## src/hdl/psw_map.vh

```
`ifndef PSW_MAP_VH
`define PSW_MAP_VH
//****************************************************************
// Overview of operation
//****************************************************************
// Overview of operation
// - switch off only for high-voltage 1, enable 0
// - either enable toggling clears latched faults
// - startup boost limit multiple during boost time
// - foldback temperature forces power limiting mode
// - uncharged output at startup timeout latches off
// - relaxed reverse threshold for 16 ms after startup ends
// - input debounce before turn-on above lockout
// - input lost during debounce abandons turn-on
// - output already up skips debounce delay
// - overvoltage select picks preset or adjusted threshold
// - undervoltage select picks preset or adjusted threshold
// - continuous at power-up, sample selects after timeout
// - select decode 00 latch, 01 retry, else continuous
// - severe overload: FETs off, restart after 420 us
// - latchoff: severe overload beyond blanking latches off
// - autoretry blanking timer starts, resets, then trips
// - retry off time then on again, flag held
// - latchoff: blanking expiry holds off until toggle
// - flag follows drop threshold, released in continuous
// - reverse current turns FETs off for recovery time
// - recovery then 420 us or 1.5 ms, restart
// - reverse events always restart in every mode
// - flag on reverse, heat, grounded set, lockouts
// - heat: retry off time in autoretry, latch in latchoff

// times in microseconds, clock in MHz
`define CLK_MHZ        100
`define T_BOOST_US     24000
`define T_TIMEOUT_US   1090000
`define T_REVWIN_US    16000
`define T_DEBOUNCE_US  1500
`define T_RESTART_US   420
`define T_BLANK_US     24000
`define T_RETRY_US     720000
`define T_REVREC_US    2400
`define T_BOOST_CYC    (`T_BOOST_US * `CLK_MHZ)
`define T_TIMEOUT_CYC  (`T_TIMEOUT_US * `CLK_MHZ)
`define T_REVWIN_CYC   (`T_REVWIN_US * `CLK_MHZ)
`define T_DEBOUNCE_CYC (`T_DEBOUNCE_US * `CLK_MHZ)
`define T_RESTART_CYC  (`T_RESTART_US * `CLK_MHZ)
`define T_BLANK_CYC    (`T_BLANK_US * `CLK_MHZ)
`define T_RETRY_CYC    (`T_RETRY_US * `CLK_MHZ)
`define T_REVREC_CYC   (`T_REVREC_US * `CLK_MHZ)

// limit type decode {hi,lo}
`define LT_LATCH       2'h0
`define LT_RETRY       2'h1
// boost multiple codes
`define BOOST_1X       2'h0
`define BOOST_1P5X     2'h1
`define BOOST_2X       2'h2
`endif

```

## src/hdl/psw_sync.v

```verilog
// three-stage synchroniser; a change is taken once stages two and three agree
module psw_sync #(
	parameter W = 1
) (
	input  wire         i_clk,
	input  wire         i_reset,
	input  wire [W-1:0] i_async,
	output reg  [W-1:0] o_sync
);
	reg [W-1:0] s1_r;
	reg [W-1:0] s2_r;
	reg [W-1:0] s3_r;

	// first stage feeds only the second
	always @(posedge i_clk or posedge i_reset) begin
		if (i_reset) begin
			s1_r   <= {W{1'b0}};
			s2_r   <= {W{1'b0}};
			s3_r   <= {W{1'b0}};
			o_sync <= {W{1'b0}};
		end else begin
			s1_r <= i_async;
			s2_r <= s1_r;
			s3_r <= s2_r;
			o_sync <= (s2_r & s3_r) | (o_sync & (s2_r | s3_r));
		end
	end
endmodule

```

## src/hdl/psw_timer.v

```verilog
// one-shot down counter: load starts it, done pulses at expiry
module psw_timer #(
	parameter W = 32
) (
	input  wire         i_clk,
	input  wire         i_reset,
	input  wire         i_load,
	input  wire         i_stop,
	input  wire [W-1:0] i_count,
	output wire         o_busy,
	output reg          o_done
);
	reg [W-1:0] cnt_r;

	assign o_busy = (cnt_r != {W{1'b0}});

	// load wins over stop so a restart in the stopping cycle holds
	always @(posedge i_clk or posedge i_reset) begin
		if (i_reset) begin
			cnt_r  <= {W{1'b0}};
			o_done <= 1'b0;
		end else begin
			o_done <= 1'b0;
			if (i_load) begin
				cnt_r <= i_count;
			end else if (i_stop) begin
				cnt_r <= {W{1'b0}};
			end else if (o_busy) begin
				cnt_r <= cnt_r - {{(W-1){1'b0}}, 1'b1};
				if (cnt_r == {{(W-1){1'b0}}, 1'b1})
					o_done <= 1'b1;
			end
		end
	end
endmodule

```

## src/hdl/power_switch_fault_controller.v

```verilog
`include "psw_map.vh"

module power_switch_fault_controller #(
	parameter [31:0] BOOST_CYC    = `T_BOOST_CYC,
	parameter [31:0] TIMEOUT_CYC  = `T_TIMEOUT_CYC,
	parameter [31:0] REVWIN_CYC   = `T_REVWIN_CYC,
	parameter [31:0] DEBOUNCE_CYC = `T_DEBOUNCE_CYC,
	parameter [31:0] RESTART_CYC  = `T_RESTART_CYC,
	parameter [31:0] BLANK_CYC    = `T_BLANK_CYC,
	parameter [31:0] RETRY_CYC    = `T_RETRY_CYC,
	parameter [31:0] REVREC_CYC   = `T_REVREC_CYC,
	parameter [1:0]  BOOST_MULT   = `BOOST_1X
) (
	// clock and power-on reset
	input  wire       i_clk,
	input  wire       i_reset,
	// enables and straps
	input  wire       i_hv_enable_low,
	input  wire       i_enable,
	input  wire       i_limit_type_sel_lo,
	input  wire       i_limit_type_sel_hi,
	input  wire       i_reverse_block_enable,
	// analog comparators
	input  wire       i_in_above_undervoltage_lockout,
	input  wire       i_in_at_overvoltage_lockout,
	input  wire       i_out_above_undervoltage_lockout,
	input  wire       i_output_charged,
	input  wire       i_at_limit,
	input  wire       i_over_2x,
	input  wire       i_drop_high,
	input  wire       i_reverse,
	input  wire       i_foldback,
	input  wire       i_overtemp,
	input  wire       i_set_grounded,
	input  wire       i_overvoltage_lockout_sel_above,
	input  wire       i_undervoltage_lockout_sel_above,
	// gate and analog control
	output reg        o_fet_on,
	output reg  [1:0] o_limit_mult,
	output reg        o_power_limit,
	output reg        o_rev_relaxed,
	output reg        o_overvoltage_lockout_adjusted,
	output reg        o_undervoltage_lockout_adjusted,
	output reg  [1:0] o_limit_type,
	output reg        o_fault_indicator_n,
	output reg        o_fault_indicator_oe
);
	//************************************************************
	// input synchronisation
	//************************************************************
	wire [17:0] raw = {i_hv_enable_low, i_enable, i_limit_type_sel_lo,
		i_limit_type_sel_hi, i_reverse_block_enable, i_in_above_undervoltage_lockout,
		i_in_at_overvoltage_lockout, i_out_above_undervoltage_lockout, i_output_charged, i_at_limit,
		i_over_2x, i_drop_high, i_reverse, i_foldback, i_overtemp,
		i_set_grounded, i_overvoltage_lockout_sel_above, i_undervoltage_lockout_sel_above};
	wire [17:0] s;
	psw_sync #(.W(18)) u_sync (
		.i_clk   (i_clk),
		.i_reset (i_reset),
		.i_async (raw),
		.o_sync  (s)
	);
	wire hv_n   = s[17];
	wire en     = s[16];
	wire sel_lo = s[15];
	wire sel_hi = s[14];
	wire rev_en = s[13];
	wire in_ok  = s[12];
	wire overvoltage_lockout   = s[11];
	wire out_ok = s[10];
	wire chgd   = s[9];
	wire at_lim = s[8];
	wire over2  = s[7];
	wire drop   = s[6];
	wire rev    = s[5];
	wire fold   = s[4];
	wire otemp  = s[3];
	wire setgnd = s[2];

	//************************************************************
	// enable decode and fault clear
	//************************************************************
	reg  hv_d_r;
	reg  en_d_r;
	wire enabled = ~(hv_n & ~en);
	wire toggle  = (hv_n ^ hv_d_r) | (en ^ en_d_r);
	wire power_ok = in_ok & ~overvoltage_lockout & ~setgnd;

	// previous enable levels for edge detection
	always @(posedge i_clk or posedge i_reset) begin
		if (i_reset) begin
			hv_d_r <= 1'b0;                               // sync resets low too
			en_d_r <= 1'b0;
		end else begin
			hv_d_r <= hv_n;
			en_d_r <= en;
		end
	end

	//************************************************************
	// timers
	//************************************************************
	localparam S_OFF     = 3'h0;
	localparam S_DEB     = 3'h1;
	localparam S_START   = 3'h2;
	localparam S_RUN     = 3'h3;
	localparam S_RETRY   = 3'h4;
	localparam S_LATCH   = 3'h5;
	localparam S_REVREC  = 3'h6;
	localparam S_RESTART = 3'h7;

	reg  [2:0]  state_r;
	reg  [2:0]  state_nxt;
	reg         ld_a;
	reg  [31:0] cnt_a;
	reg         ld_b;
	wire        busy_a;
	wire        done_a;
	wire        busy_b;
	wire        done_b;
	wire        busy_w;
	wire        done_w;
	wire        busy_r;
	// declared ahead of the timers that use them
	wire        ld_boost = (state_r != S_START) && (state_nxt == S_START);
	wire        ld_rw    = (state_r == S_START) && (state_nxt == S_RUN);

	// sequence timer: debounce, timeout, retry, recovery, restart
	psw_timer #(.W(32)) u_seq (
		.i_clk   (i_clk),
		.i_reset (i_reset),
		.i_load  (ld_a),
		.i_stop  (1'b0),
		.i_count (cnt_a),
		.o_busy  (busy_a),
		.o_done  (done_a)
	);
	// blanking timer, cleared while current sits below the limit
	psw_timer #(.W(32)) u_blank (
		.i_clk   (i_clk),
		.i_reset (i_reset),
		.i_load  (ld_b),
		.i_stop  (~at_lim & ~over2),
		.i_count (BLANK_CYC),
		.o_busy  (busy_b),
		.o_done  (done_b)
	);
	// boost window, started with each startup
	psw_timer #(.W(32)) u_boost (
		.i_clk   (i_clk),
		.i_reset (i_reset),
		.i_load  (ld_boost),
		.i_stop  (1'b0),
		.i_count (BOOST_CYC),
		.o_busy  (busy_w),
		.o_done  ()
	);
	// relaxed reverse window at the end of startup
	psw_timer #(.W(32)) u_revwin (
		.i_clk   (i_clk),
		.i_reset (i_reset),
		.i_load  (ld_rw),
		.i_stop  (1'b0),
		.i_count (REVWIN_CYC),
		.o_busy  (busy_r),
		.o_done  (done_w)
	);

	//************************************************************
	// limit type capture
	//************************************************************
	reg [1:0] type_r;
	reg       otemp_trip_r;
	wire lt_latch = (type_r == `LT_LATCH);
	wire lt_retry = (type_r == `LT_RETRY);

	// continuous at power-up; selects sampled once startup timeout ends
	always @(posedge i_clk or posedge i_reset) begin
		if (i_reset) begin
			type_r <= 2'h2;
		end else if (state_r == S_START && done_a && chgd) begin
			type_r <= {sel_hi, sel_lo};
		end
	end

	//************************************************************
	// main sequencer
	//************************************************************
	always @* begin
		state_nxt = state_r;
		ld_a      = 1'b0;
		cnt_a     = 32'h0;
		ld_b      = 1'b0;
		case (state_r)
		S_OFF: begin
			if (enabled && power_ok && !otemp) begin
				if (out_ok) begin
					state_nxt = S_START;
					ld_a      = 1'b1;
					cnt_a     = TIMEOUT_CYC;
				end else begin
					state_nxt = S_DEB;
					ld_a      = 1'b1;
					cnt_a     = DEBOUNCE_CYC;
				end
			end
		end
		S_DEB: begin
			if (!enabled || !power_ok) begin
				state_nxt = S_OFF;
			end else if (done_a) begin
				state_nxt = S_START;
				ld_a      = 1'b1;
				cnt_a     = TIMEOUT_CYC;
			end
		end
		S_START: begin
			if (done_a && !chgd) begin
				state_nxt = S_LATCH;
			end else if (done_a) begin
				state_nxt = S_RUN;
			end
		end
		S_RUN: begin
			if ((at_lim || over2) && !busy_b)
				ld_b = 1'b1;
			if (over2 && lt_latch && done_b) begin
				state_nxt = S_LATCH;
			end else if (over2) begin
				state_nxt = S_RESTART;
				ld_a      = 1'b1;
				cnt_a     = RESTART_CYC;
			end else if (done_b && lt_latch) begin
				state_nxt = S_LATCH;
			end else if (done_b && lt_retry) begin
				state_nxt = S_RETRY;
				ld_a      = 1'b1;
				cnt_a     = RETRY_CYC;
			end
		end
		S_RETRY: begin
			if (otemp) begin
				ld_a  = 1'b1;
				cnt_a = RETRY_CYC;
			end else if (done_a) begin
				state_nxt = S_START;
				ld_a      = 1'b1;
				cnt_a     = TIMEOUT_CYC;
			end
		end
		S_REVREC: begin
			if (!busy_a && !rev) begin
				state_nxt = S_RESTART;
				ld_a      = 1'b1;
				cnt_a     = out_ok ? RESTART_CYC : DEBOUNCE_CYC;
			end
		end
		S_RESTART: begin
			if (done_a) begin
				state_nxt = S_START;
				ld_a      = 1'b1;
				cnt_a     = TIMEOUT_CYC;
			end
		end
		S_LATCH: begin
			state_nxt = S_LATCH;
		end
		default: begin
			state_nxt = S_OFF;
		end
		endcase
		// overtemperature: retry timing, latch, or wait for cooling
		if (otemp && state_r != S_LATCH && state_r != S_RETRY &&
			state_r != S_OFF) begin
			if (lt_latch) begin
				state_nxt = S_LATCH;
			end else if (lt_retry) begin
				state_nxt = S_RETRY;
				ld_a      = 1'b1;
				cnt_a     = RETRY_CYC;
			end else begin
				state_nxt = S_OFF;
			end
		end
		// latchoff: severe overload outlasting blanking across restarts
		if (lt_latch && over2 && done_b && (state_r == S_RESTART ||
			state_r == S_START)) begin
			state_nxt = S_LATCH;
			ld_a      = 1'b0;
		end
		// reverse current restarts in every mode
		if (rev_en && rev && !busy_r && (state_r == S_RUN ||
			state_r == S_START) && !otemp) begin
			state_nxt = S_REVREC;
			ld_a      = 1'b1;
			cnt_a     = REVREC_CYC;
		end
		// toggling an enable or losing power clears every latch
		if (toggle || !enabled || !power_ok) begin
			state_nxt = S_OFF;
			ld_a      = 1'b0;
		end
	end

	// state register
	always @(posedge i_clk or posedge i_reset) begin
		if (i_reset)
			state_r <= S_OFF;
		else
			state_r <= state_nxt;
	end

	//************************************************************
	// outputs
	//************************************************************
	wire fet_nxt  = (state_nxt == S_START) || (state_nxt == S_RUN);
	wire flag_act = (drop & fet_nxt) | (state_r == S_REVREC) | otemp |
		setgnd | ~in_ok | overvoltage_lockout |
		((state_nxt == S_RETRY) & lt_retry);

	// all outputs registered; flag is open drain, low while asserted
	always @(posedge i_clk or posedge i_reset) begin
		if (i_reset) begin
			o_fet_on             <= 1'b0;
			o_limit_mult         <= `BOOST_1X;
			o_power_limit        <= 1'b0;
			o_rev_relaxed        <= 1'b0;
			o_overvoltage_lockout_adjusted      <= 1'b0;
			o_undervoltage_lockout_adjusted      <= 1'b0;
			o_limit_type         <= 2'h2;
			o_fault_indicator_n  <= 1'b1;
			o_fault_indicator_oe <= 1'b0;
		end else begin
			o_fet_on        <= fet_nxt;
			// boost from the first cycle the gate is on
			o_limit_mult    <= (state_nxt == S_START &&
				(busy_w || ld_boost)) ? BOOST_MULT : `BOOST_1X;
			o_power_limit   <= fold;
			o_rev_relaxed   <= busy_r;
			o_overvoltage_lockout_adjusted <= s[1];
			o_undervoltage_lockout_adjusted <= s[0];
			o_limit_type    <= type_r;
			o_fault_indicator_n  <= ~flag_act;
			o_fault_indicator_oe <= flag_act;
		end
	end
endmodule

```

## config.mk

```make
export PLATFORM = sky130hd
export DESIGN_NAME = power_switch_fault_controller
export DESIGN_NICKNAME = d
export VERILOG_FILES = /design/src/hdl/psw_sync.v /design/src/hdl/psw_timer.v /design/src/hdl/power_switch_fault_controller.v
export VERILOG_INCLUDE_DIRS = /design/src /design/src/hdl
export SDC_FILE = /design/constraint.sdc
export NUM_CORES = 1
export LEC_CHECK = 0
export BUFFER_PORTS_ARGS = -buffer_cell sky130_fd_sc_hd__buf_2
export CAP_MARGIN = 5
export CELL_PAD_IN_SITES_DETAIL_PLACEMENT = 1
export CELL_PAD_IN_SITES_GLOBAL_PLACEMENT = 1
export CORE_MARGIN = 2
export CORE_UTILIZATION = 31
export CTS_CLUSTER_DIAMETER = 120
export DETAILED_ROUTE_END_ITERATION = 16
export GPL_TIMING_DRIVEN = 0
export PLACE_DENSITY_LB_ADDON = 0.1
export SYNTH_ARGS = -nofsm -noshare
export SYNTH_HDL_FRONTEND = slang
export SYNTH_SLANG_ARGS = --single-unit
```

## constraint.sdc

```tcl
create_clock -name i_clk -period 6.5 [get_ports i_clk]
set_input_delay 0.975 -clock i_clk [delete_from_list [all_inputs] [get_ports i_clk]]
set_output_delay 0.975 -clock i_clk [all_outputs]
set_load 0.05 [all_outputs]
```

==> results of run 1 <==
-- layout make-up --
class                   instances  area, um2  share of cell area [%]
plain buffers                  27      138.9                   1.476
well taps                     335      419.2                   4.454
inverters                      11      48.80                  0.5185
flip-flops and latches        186       4658                   49.49
multi-input cells             536       3377                   35.88
clock inverters                15      176.4                   1.874
repair buffers                 29      167.7                   1.781
clock buffers                  17      425.4                   4.520
-- through the flow --
stage               total power (W)  hold WS (ns)
floorplan                  0.002407        0.3312
detailed placement         0.002672        0.3358
CTS                        0.003747        0.3490
global placement           0.002612        0.3330
global route               0.003973        0.3589
finish                     0.003685        0.3471
-- power breakdown --
part           switching [W]  total (W)  leakage (nW)  internal (W)
Sequential          0.000290    0.00172          2.29       0.00143
Clock               0.000516    0.00104         0.290      0.000521
Combinational       0.000520   0.000923          1.35      0.000403
Total                0.00133    0.00368          3.93       0.00236
-- cell families (layout without fill, tap and decap cells) --
logic type      count (synthesis)  after routing  share of synthesized area, %
compound gates                 93             93                         7.116
xor+xnor                       82             82                         8.746
fa+ha+maj                      24             24                         3.108
buf+inv                        38             99                         2.194
flops                         186            186                         56.73
mux                             4              4                        0.5180
other cells                     1              2                       0.04567
simple gates                  331            331                         21.54
-- synth_stat cells (3+ instances only) --
master    number  area, um2
nor3b_1        6      45.04
buf_1          4      15.01
nor2_1       101      379.1
o21ai_0       34      170.2
nand2b_1      14      87.58
and3_1         5      31.28
nand2_1       51      191.4
and2_1         8      50.05
a21o_1         3      22.52
nand4_1       10      62.56
or3_1         11      68.82
nand3b_1       4      30.03
maj3_1        18      180.2
a21oi_1       17      85.08
nor2b_1       13      81.33
nor4_1        20      125.1
or4_1          9      67.56
inv_1         11      41.29
a211oi_1       4      30.03
dfrtp_1      183       4579
nand3_1       17      85.08
xor2_1        30      262.8
or2_2          5      31.28
nor3_1        36      180.2
and3b_1        3      26.28
dfstp_2        3      78.83
buf_6          3      33.78
xnor2_1       52      455.4
o21ai_1        3      15.01
clkbuf_1      12      45.04
ha_1           6      75.07
o31ai_1        7      52.55
buf_2          5      25.02
nor4bb_1       3      30.03
-- sequential cells by signal, summed over array words and instances, names as in the netlist, 2 cells and up --
signal          cells
o_limit_type        2
state_r             3
type_r              2
u_blank.cnt_r      32
u_revwin.cnt_r     32
u_seq.cnt_r        32
u_sync.o_sync      18
u_sync.s1_r        18
u_sync.s2_r        18
u_sync.s3_r        18
-- how the worst max path moves through the flow --
stage	startpoint	endpoint	slack, ns	depth (start not counted)
final	u_seq.cnt_r[4]	u_revwin.cnt_r[9]	3.25	8
after global routing	u_revwin.cnt_r[4]	u_seq.cnt_r[19]	2.94	9
after floorplan	i_reset	en_d_r	0.47	1
after detailed placement	u_seq.cnt_r[4]	u_revwin.cnt_r[1]	3.20	8
after CTS	u_revwin.cnt_r[4]	u_seq.cnt_r[12]	3.15	9
after global placement	i_reset	u_revwin.cnt_r[5]	-1.60	2
-- critical path: stages, from the launching register on --
cell and delay (ns):
dfrtp_1 0.44, or4_4 0.59, nor3_1 0.64, nand4_1 0.33
nand3_1 0.19, a211oi_1 0.17, nor4b_4 0.39, buf_2 0.30
nand2b_1 0.14
-- layer usage --
layer / routed length (um) / up-vias / track usage [%]
li1: - / 2725 / -
met1: 8973 / 2928 / 18.65
met2: 9182 / 64 / 24.24
met3: 391 / 22 / 2.852
met4: 322 / 0 / 5.022
met5: 0 / - / 0
==> impl_metrics.json, run 1 <==
{
  "layout_commonest_cell": "dfrtp_1",
  "clock_latency_ns": 0.43,
  "root_buffer": "clkbuf_16",
  "ys_ff_latch": 186,
  "layout-drive-gt1-share_pct": 11.94,
  "relSlewSlack_pct": 36.98,
  "io_buffers": 28,
  "dr.pass1.iters": 4,
  "vias_per_cell": 4.965,
  "initial_utilization_pct": 31.51,
  "cts_inserted_buffers": 17,
  "layout_worst_path_cycle_share_pct": 50.07,
  "grt_setup_unrepaired": "false",
  "grt_max_degree": 112,
  "cts_tree": "done",
  "timing.final.ws_setup_ns": 3.246,
  "status": "finished, final reports clean",
  "syn_area_per_cell_um2": 10.82,
  "synthArstFlopShare_pct": 100.0,
  "die_h_um": 166.8,
  "synth.cell_area_um2": 8212,
  "finalSetupViolCount": 0,
  "fin_cells": 1156,
  "fin_tns_setup_ns": 0,
  "ant_nets": 0,
  "cp.required_ns": 6.86,
  "globalplace.congestion": 0.7717,
  "rr_endpoint": "u_revwin.cnt_r[9]",
  "hp-start": "u_sync.s1_r[12]",
  "start_kind": "register",
  "final_cell_mix": "dfrtp_1, nor2_1, xnor2_1",
  "coreArea_um2": 26060,
  "yosysWarnings": 0,
  "worstPathArrival_ns": 3.61,
  "crit_fanout": 10,
  "syn_inst": 759,
  "clkSlewWorstSetupHoldPaths_ns": 0.08,
  "diodes": 0,
  "critPathCaptureType": "register",
  "num_vias": 5739,
  "postCtsHoldBufs": 0,
  "clockBufferDepth": 2,
  "stdcell_area_um2": 9412,
  "min_period_ns": 3.254,
  "worstSetupPathType": "reg -> reg",
  "fmax_mhz": 307.3,
  "postCtsSetupBuffers": 0,
  "overflow": 0,
  "ys_types": 73,
  "place_inst": 1124,
  "worstMarginPinSlew_ns": 0.9366,
  "clkSinkCount": 186,
  "drtIter0Drc": 236,
  "whs_path_depth": 0,
  "drv_slew": 0,
  "irDropWorstVdd_mv": 0.1372,
  "p_per_area_nw_per_um2": 391.5,
  "h-tree-depth": 4,
  "rrSetupSlack_ns": 3.25,
  "rows": 59,
  "track_usage_pct": 14.44,
  "fin_nets": 834,
  "hpwlAfterDp_mm": 13.25,
  "fillers": 2885,
  "area_growth_pct": 14.61,
  "wl_per_cell_um": 16.32,
  "cts-resized-gates": 0,
  "rr_worst_depth": 8,
  "finClkSkew_ns": 0.01573,
  "pre_cts_ws_ns": 3.199,
  "grt_pass1_vias": 6472,
  "dieArea_um2": 27810,
  "max-cap-violations": 0,
  "grt_pass1_wl_mm": 32.66,
  "wl_mm": 18.87,
  "hold_violations": 0,
  "placed_cell_area_um2": 8810,
  "r2r-start": "u_seq.cnt_r[4]",
  "min_to": "u_sync.s2_r[12]",
  "synth-seq-area-share_pct": 56.73,
  "synth_ff_type": "dfrtp_1",
  "antenna_found_initial": 0,
  "worstHoldPathType": "reg -> reg",
  "final_core_util_pct": 36.12,
  "ios": 31,
  "synth_edf_count": 0,
  "die_w_um": 166.8,
  "drc": 0,
  "p_leak_nw": 3.927
}
Power figures use the tool's default switching activity.
==> run 2, diff against run 1 <==
Clock period 6.5 ns to 3.4 ns, I/O delays scaled along.
==> run 2 against run 1 <==
- via count down 0.44%
- routed wire length up 0.32%
- clock skew down 0.00074 ns
- fmax up 5.2%
- cell area up 0.84%
- clock-buffer cell count unchanged
- total power up 92%
- combinational power up 93%
- critical path depth up 1
- core utilization up 0.30 points
- final cell count up 0.26%
- clock power up 93%
- critical path type unchanged
- critical endpoint is now u_seq.cnt_r[21]
==> impl_metrics.json, run 2 (same netlist as run 1, synthesis figures left out) <==
{
  "relSlewSlack_pct": 43.50,
  "min_period_ns": 3.095,
  "initial_utilization_pct": 31.51,
  "cts_inserted_buffers": 17,
  "fin_cells": 1159,
  "clkSinkCount": 186,
  "finalSetupViolCount": 0,
  "pre_cts_ws_ns": -0.02276,
  "wl_per_cell_um": 16.33,
  "grt_max_degree": 41,
  "cts-resized-gates": 1,
  "wl_mm": 18.93,
  "grt_setup_unrepaired": "false",
  "final_cell_mix": "dfrtp_1, nor2_1, xnor2_1",
  "rows": 59,
  "area_growth_pct": 15.57,
  "p_leak_nw": 3.959,
  "top_regs": "u_blank.cnt_r: 32 flops, u_revwin.cnt_r: 32 flops, u_seq.cnt_r: 32 flops",
  "fin_nets": 837,
  "globalplace.congestion": 0.7555,
  "postCtsHoldBufs": 0,
  "overflow": 0,
  "irDropWorstVdd_mv": 0.2969,
  "clock_latency_ns": 0.44,
  "io_buffers": 28,
  "die_h_um": 166.8,
  "num_vias": 5714,
  "worstPathArrival_ns": 3.38,
  "coreArea_um2": 26060,
  "status": "finished, final reports clean",
  "max-cap-violations": 0,
  "ios": 31,
  "cts_tree": "done",
  "start_kind": "register",
  "worstSetupPathType": "reg -> reg",
  "drv_slew": 0,
  "layout_worst_path_cycle_share_pct": 91.01,
  "diodes": 0,
  "critPathCaptureType": "register",
  "place_inst": 1127,
  "dr.pass1.iters": 4,
  "fmax_mhz": 323.2,
  "hold_violations": 0,
  "ant_nets": 0,
  "layout_commonest_cell": "dfrtp_1",
  "hpwlAfterDp_mm": 13.54,
  "root_buffer": "clkbuf_16",
  "crit_fanout": 10,
  "h-tree-depth": 4,
  "finClkSkew_ns": 0.01499,
  "grt_pass1_wl_mm": 32.88,
  "worstMarginPinSlew_ns": 0.8457,
  "p_per_area_nw_per_um2": 747.0,
  "drc": 0,
  "layout-drive-gt1-share_pct": 12.50,
  "antenna_found_initial": 0,
  "worstHoldPathType": "in -> reg",
  "track_usage_pct": 14.47,
  "clockBufferDepth": 2,
  "vias_per_cell": 4.930,
  "cp.required_ns": 3.69,
  "holdWs_ns": 0.1721,
  "grt_pass1_vias": 6394,
  "postCtsSetupBuffers": 0,
  "drtIter0Drc": 241,
  "timing.final.ws_setup_ns": 0.3055,
  "dieArea_um2": 27810,
  "die_w_um": 166.8,
  "clkSlewWorstSetupHoldPaths_ns": 0.08
}
run 2: report_power, final:
group / total [W] / internal [W] / leakage, nW / switching, W
clock: 0.00201 / 0.00101 / 0.298 / 0.00101
combinational: 0.00178 / 0.000779 / 1.37 / 0.00100
sequential: 0.00329 / 0.00274 / 2.29 / 0.000553
run 2: metrics by stage:
stage               cell area (um2)  power (W)  util, %  setup TNS [ns]
CTS                            9477   0.007195    36.37               0
global placement               8778   0.004995    33.69         -116.85
finish                         9490   0.007089    36.42               0
global route                   9490   0.007621    36.42               0
floorplan                      8219   0.004603        -               0
detailed placement             8859   0.005115    33.99         -0.1278
run 2: cell type report:
cell class	count	area, um2
plain buffers	27	138.9
clock buffers	17	425.4
clock inverters	15	187.7
fillers	2913	16570
inverters	11	45.04
multi-input cells	536	3396
flip-flops and latches	186	4658
well taps	335	419.2
repair buffers	32	220.2
run 2: path summary, 6_finish.rpt:
kind	startpoint	endpoint	slack [ns]	cells past startpoint
hold / removal	i_foldback	u_sync.s1_r[4]	0.17	1
hold reg to reg	u_sync.s1_r[12]	u_sync.s2_r[12]	0.34	0
max in group asynchronous	i_reset	o_fault_indicator_n	1.91	5
setup / recovery	u_revwin.cnt_r[13]	u_seq.cnt_r[21]	0.31	9
min in group asynchronous	i_reset	u_sync.o_sync[0]	0.23	2
setup reg to reg	u_revwin.cnt_r[13]	u_seq.cnt_r[21]	0.31	9
run 2: critical path, cell delays in order, from the launching register on:
cell and delay (ns):
dfrtp_1 0.41, nor3_1 0.47, nand4_1 0.27, or4_1 0.58, clkbuf_1 0.23, nand3_1 0.14
o221a_2 0.29, or2_2 0.18, clkbuf_2 0.23, o21ai_0 0.13
run 2: routing by layer:
metal,GRT usage (%),routed length (um)
met5,0,0
met4,4.535,278
met3,2.400,337
met2,24.36,9284
met1,19.12,9028
==> run 3, diff against run 2 <==
Settings changed: ABC_AREA set to 1.
==> run 3 against run 2 <==
- clock power is essentially flat
- sequential share of layout area shrank 4.3 points
- area after synthesis grew 11%
- via count grew 23%
- cell area grew 9.7%
- sequential power shrank 11%
- highest routed layer unchanged
==> impl_metrics.json, run 3 <==
{
  "wl_per_cell_um": 14.99,
  "drv_slew": 0,
  "fmax_mhz": 377.4,
  "min_period_ns": 2.650,
  "io_buffers": 28,
  "final_cell_mix": "nor2_1, nand2_1, dfrtp_1",
  "clockBufferDepth": 2,
  "power.internal_w": 0.004283,
  "worstMarginPinSlew_ns": 0.5699,
  "finClkSkew_ns": 0.01644,
  "layout_worst_path_cycle_share_pct": 77.94,
  "switching_share_pct": 37.56,
  "synthArstFlopShare_pct": 100.0,
  "worstSetupPathType": "reg -> reg",
  "diodes": 0,
  "top_regs": "u_blank.cnt_r: 32 flops, u_revwin.cnt_r: 32 flops, u_seq.cnt_r: 32 flops",
  "drtIter0Drc": 244,
  "p_clk_share_pct": 29.5,
  "synth.most_common_cell": "nor2_1",
  "combPwrFrac_pct": 27.7,
  "status": "finished, final reports clean",
  "grt_pass1_wl_mm": 38.72,
  "cts-resized-gates": 0,
  "ios": 31,
  "ys_top_cells_by_count": "nor2_1, nand2_1, dfrtp_1",
  "synth.cell_area_um2": 9086,
  "clkSlewWorstSetupHoldPaths_ns": 0.09,
  "postCtsHoldBufs": 1,
  "start_kind": "register",
  "ant_nets": 0,
  "dieArea_um2": 30700,
  "path_buf_inv": 2,
  "synth.area.top_cells": "dfrtp_1, nor2_1, nand2_1",
  "final_core_util_pct": 36.18,
  "worstPathArrival_ns": 2.97,
  "clkSinkCount": 186,
  "hpwlAfterDp_mm": 17.51,
  "fin_cells": 1528,
  "globalplace.congestion": 0.7867,
  "synth_edf_count": 0,
  "worstHoldPathType": "in -> reg",
  "postCtsSetupBuffers": 0,
  "initial_utilization_pct": 31.57,
  "syn_inst": 1077,
  "cp.required_ns": 3.72,
  "yosysTopAreaCell": "dfrtp_1",
  "track_usage_pct": 16.00,
  "cpPeakStageDelay_ns": 0.51,
  "antenna_found_initial": 0,
  "clock_latency_ns": 0.45,
  "num_vias": 7038,
  "p_per_area_nw_per_um2": 658.9,
  "finalSetupViolCount": 0,
  "cts_tree": "done",
  "area_growth_pct": 14.60,
  "synth-seq-area-share_pct": 51.27,
  "fin_nets": 1157,
  "fin_tns_setup_ns": 0,
  "rows": 62,
  "coreArea_um2": 28780,
  "yosysWarnings": 0,
  "grt_pass1_vias": 7583,
  "crit_fanout": 10,
  "syn_area_per_cell_um2": 8.437,
  "hold_violations": 0,
  "cts_inserted_buffers": 17,
  "drc": 0,
  "die_h_um": 175.2,
  "relSlewSlack_pct": 62.00,
  "critPathCaptureType": "register",
  "layout_commonest_cell": "nor2_1",
  "vias_per_cell": 4.606,
  "h-tree-depth": 4,
  "ys_ff_latch": 186,
  "grt_max_degree": 41,
  "grt_setup_unrepaired": "false",
  "root_buffer": "clkbuf_16",
  "p_leak_nw": 5.264,
  "wl_mm": 22.90,
  "synth_ff_type": "dfrtp_1",
  "path_delay_family": "simple AND/OR/NAND/NOR gates",
  "ys_types": 44,
  "crit_path_cell_trace": "inv_1 -> ha_1 -> nand2_1 -> nor2_2 -> nand2_1 -> o21ai_2 -> inv_1 -> o21ai_0 -> a21oi_1",
  "place_inst": 1495,
  "die_w_um": 175.2,
  "power_frac_seq_pct": 42.8,
  "p_switching_w": 0.002577,
  "irDropWorstVdd_mv": 0.3475,
  "yosys.area.top_type_share_pct": 50.40,
  "max-cap-violations": 0,
  "critPathSlowestCell": "o21ai_2",
  "overflow": 0,
  "layout-drive-gt1-share_pct": 12.50,
  "dr.pass1.iters": 4
}
## run 3: cell types whose count changed in the layout (fill, tap and decap cells not counted), sizes merged, moves of 9 or more
cell    before  now
xnor2       52   21
inv         17  130
or3         11    0
clkbuf      30   19
nor2b       13    0
nand3       17   64
nand2b      14    0
nor2       101  236
nand4       11   20
a21oi       18   41
or4         10    0
nor4        24    5
nand2       51  215
## run 3: metrics by stage
step | power (W) | cell area [um2] | setup slack (ns) | hold slack, ns
after floorplan | 0.004353 | 9094 | 0.4999 | 0.3312
after global placement | 0.004843 | 9714 | -0.8909 | 0.3320
after detailed placement | 0.004902 | 9814 | 0.7027 | 0.3358
after CTS | 0.006981 | 10410 | 0.6831 | 0.1284
after global routing | 0.007403 | 10410 | 0.4901 | 0.1354
final | 0.006860 | 10410 | 0.7500 | 0.1569
## run 3: kinds of logic after synthesis
| kind of cell | after synthesis | synth area share [%] |
|---|---|---|
| DFF | 186 | 51.27 |
| AOI/OAI and AO/OA | 97 | 5.825 |
| buffers and inverters | 131 | 6.059 |
| adders and majority gates | 24 | 2.809 |
| and+or+nand+nor | 584 | 28.79 |
| other | 1 | 0.04127 |
| xor gates and xnor gates | 54 | 5.205 |
## run 3: metal layers
layer	routed length, um	vias up	GRT usage [%]	share of wire, %
met5	0	-	0	0
met4	272	0	4.479	1.2
met3	407	16	3.046	1.8
met2	11500	38	27.90	50
met1	10720	3460	20.15	47
li1	-	3524	-	-
## run 3: final timing paths
kind	startpoint	endpoint	slack, ns	cells past startpoint
worst min-delay path	i_out_above_undervoltage_lockout	u_sync.s1_r[10]	0.16	1
worst max register to register	u_blank.cnt_r[0]	u_blank.cnt_r[27]	0.75	9
max in group asynchronous	i_reset	o_limit_type[1]	2.02	5
worst max-delay path	u_blank.cnt_r[0]	u_blank.cnt_r[27]	0.75	9
worst min register to register	u_sync.s1_r[1]	u_sync.s2_r[1]	0.35	0
min in group asynchronous	i_reset	u_sync.s2_r[17]	0.55	3
## run 3: cell type report
cell class,count,area [um2]
inverters,120,454.2
flip-flops and latches,186,4658
fillers,3391,18370
clock buffers,19,452.9
plain buffers,11,100.1
multi-input cells,761,3881
clock inverters,13,135.1
well taps,384,480.5
repair buffers,34,250.2
## run 3: power groups by stage
stage	Combinational, W	Clock [W]	Sequential, W
after global placement	0.00187	0	0.00297
after global routing	0.00221	0.00220	0.00299
after floorplan	0.00147	0	0.00289
final	0.00190	0.00203	0.00294
after detailed placement	0.00193	0	0.00297
after CTS	0.00194	0.00211	0.00294
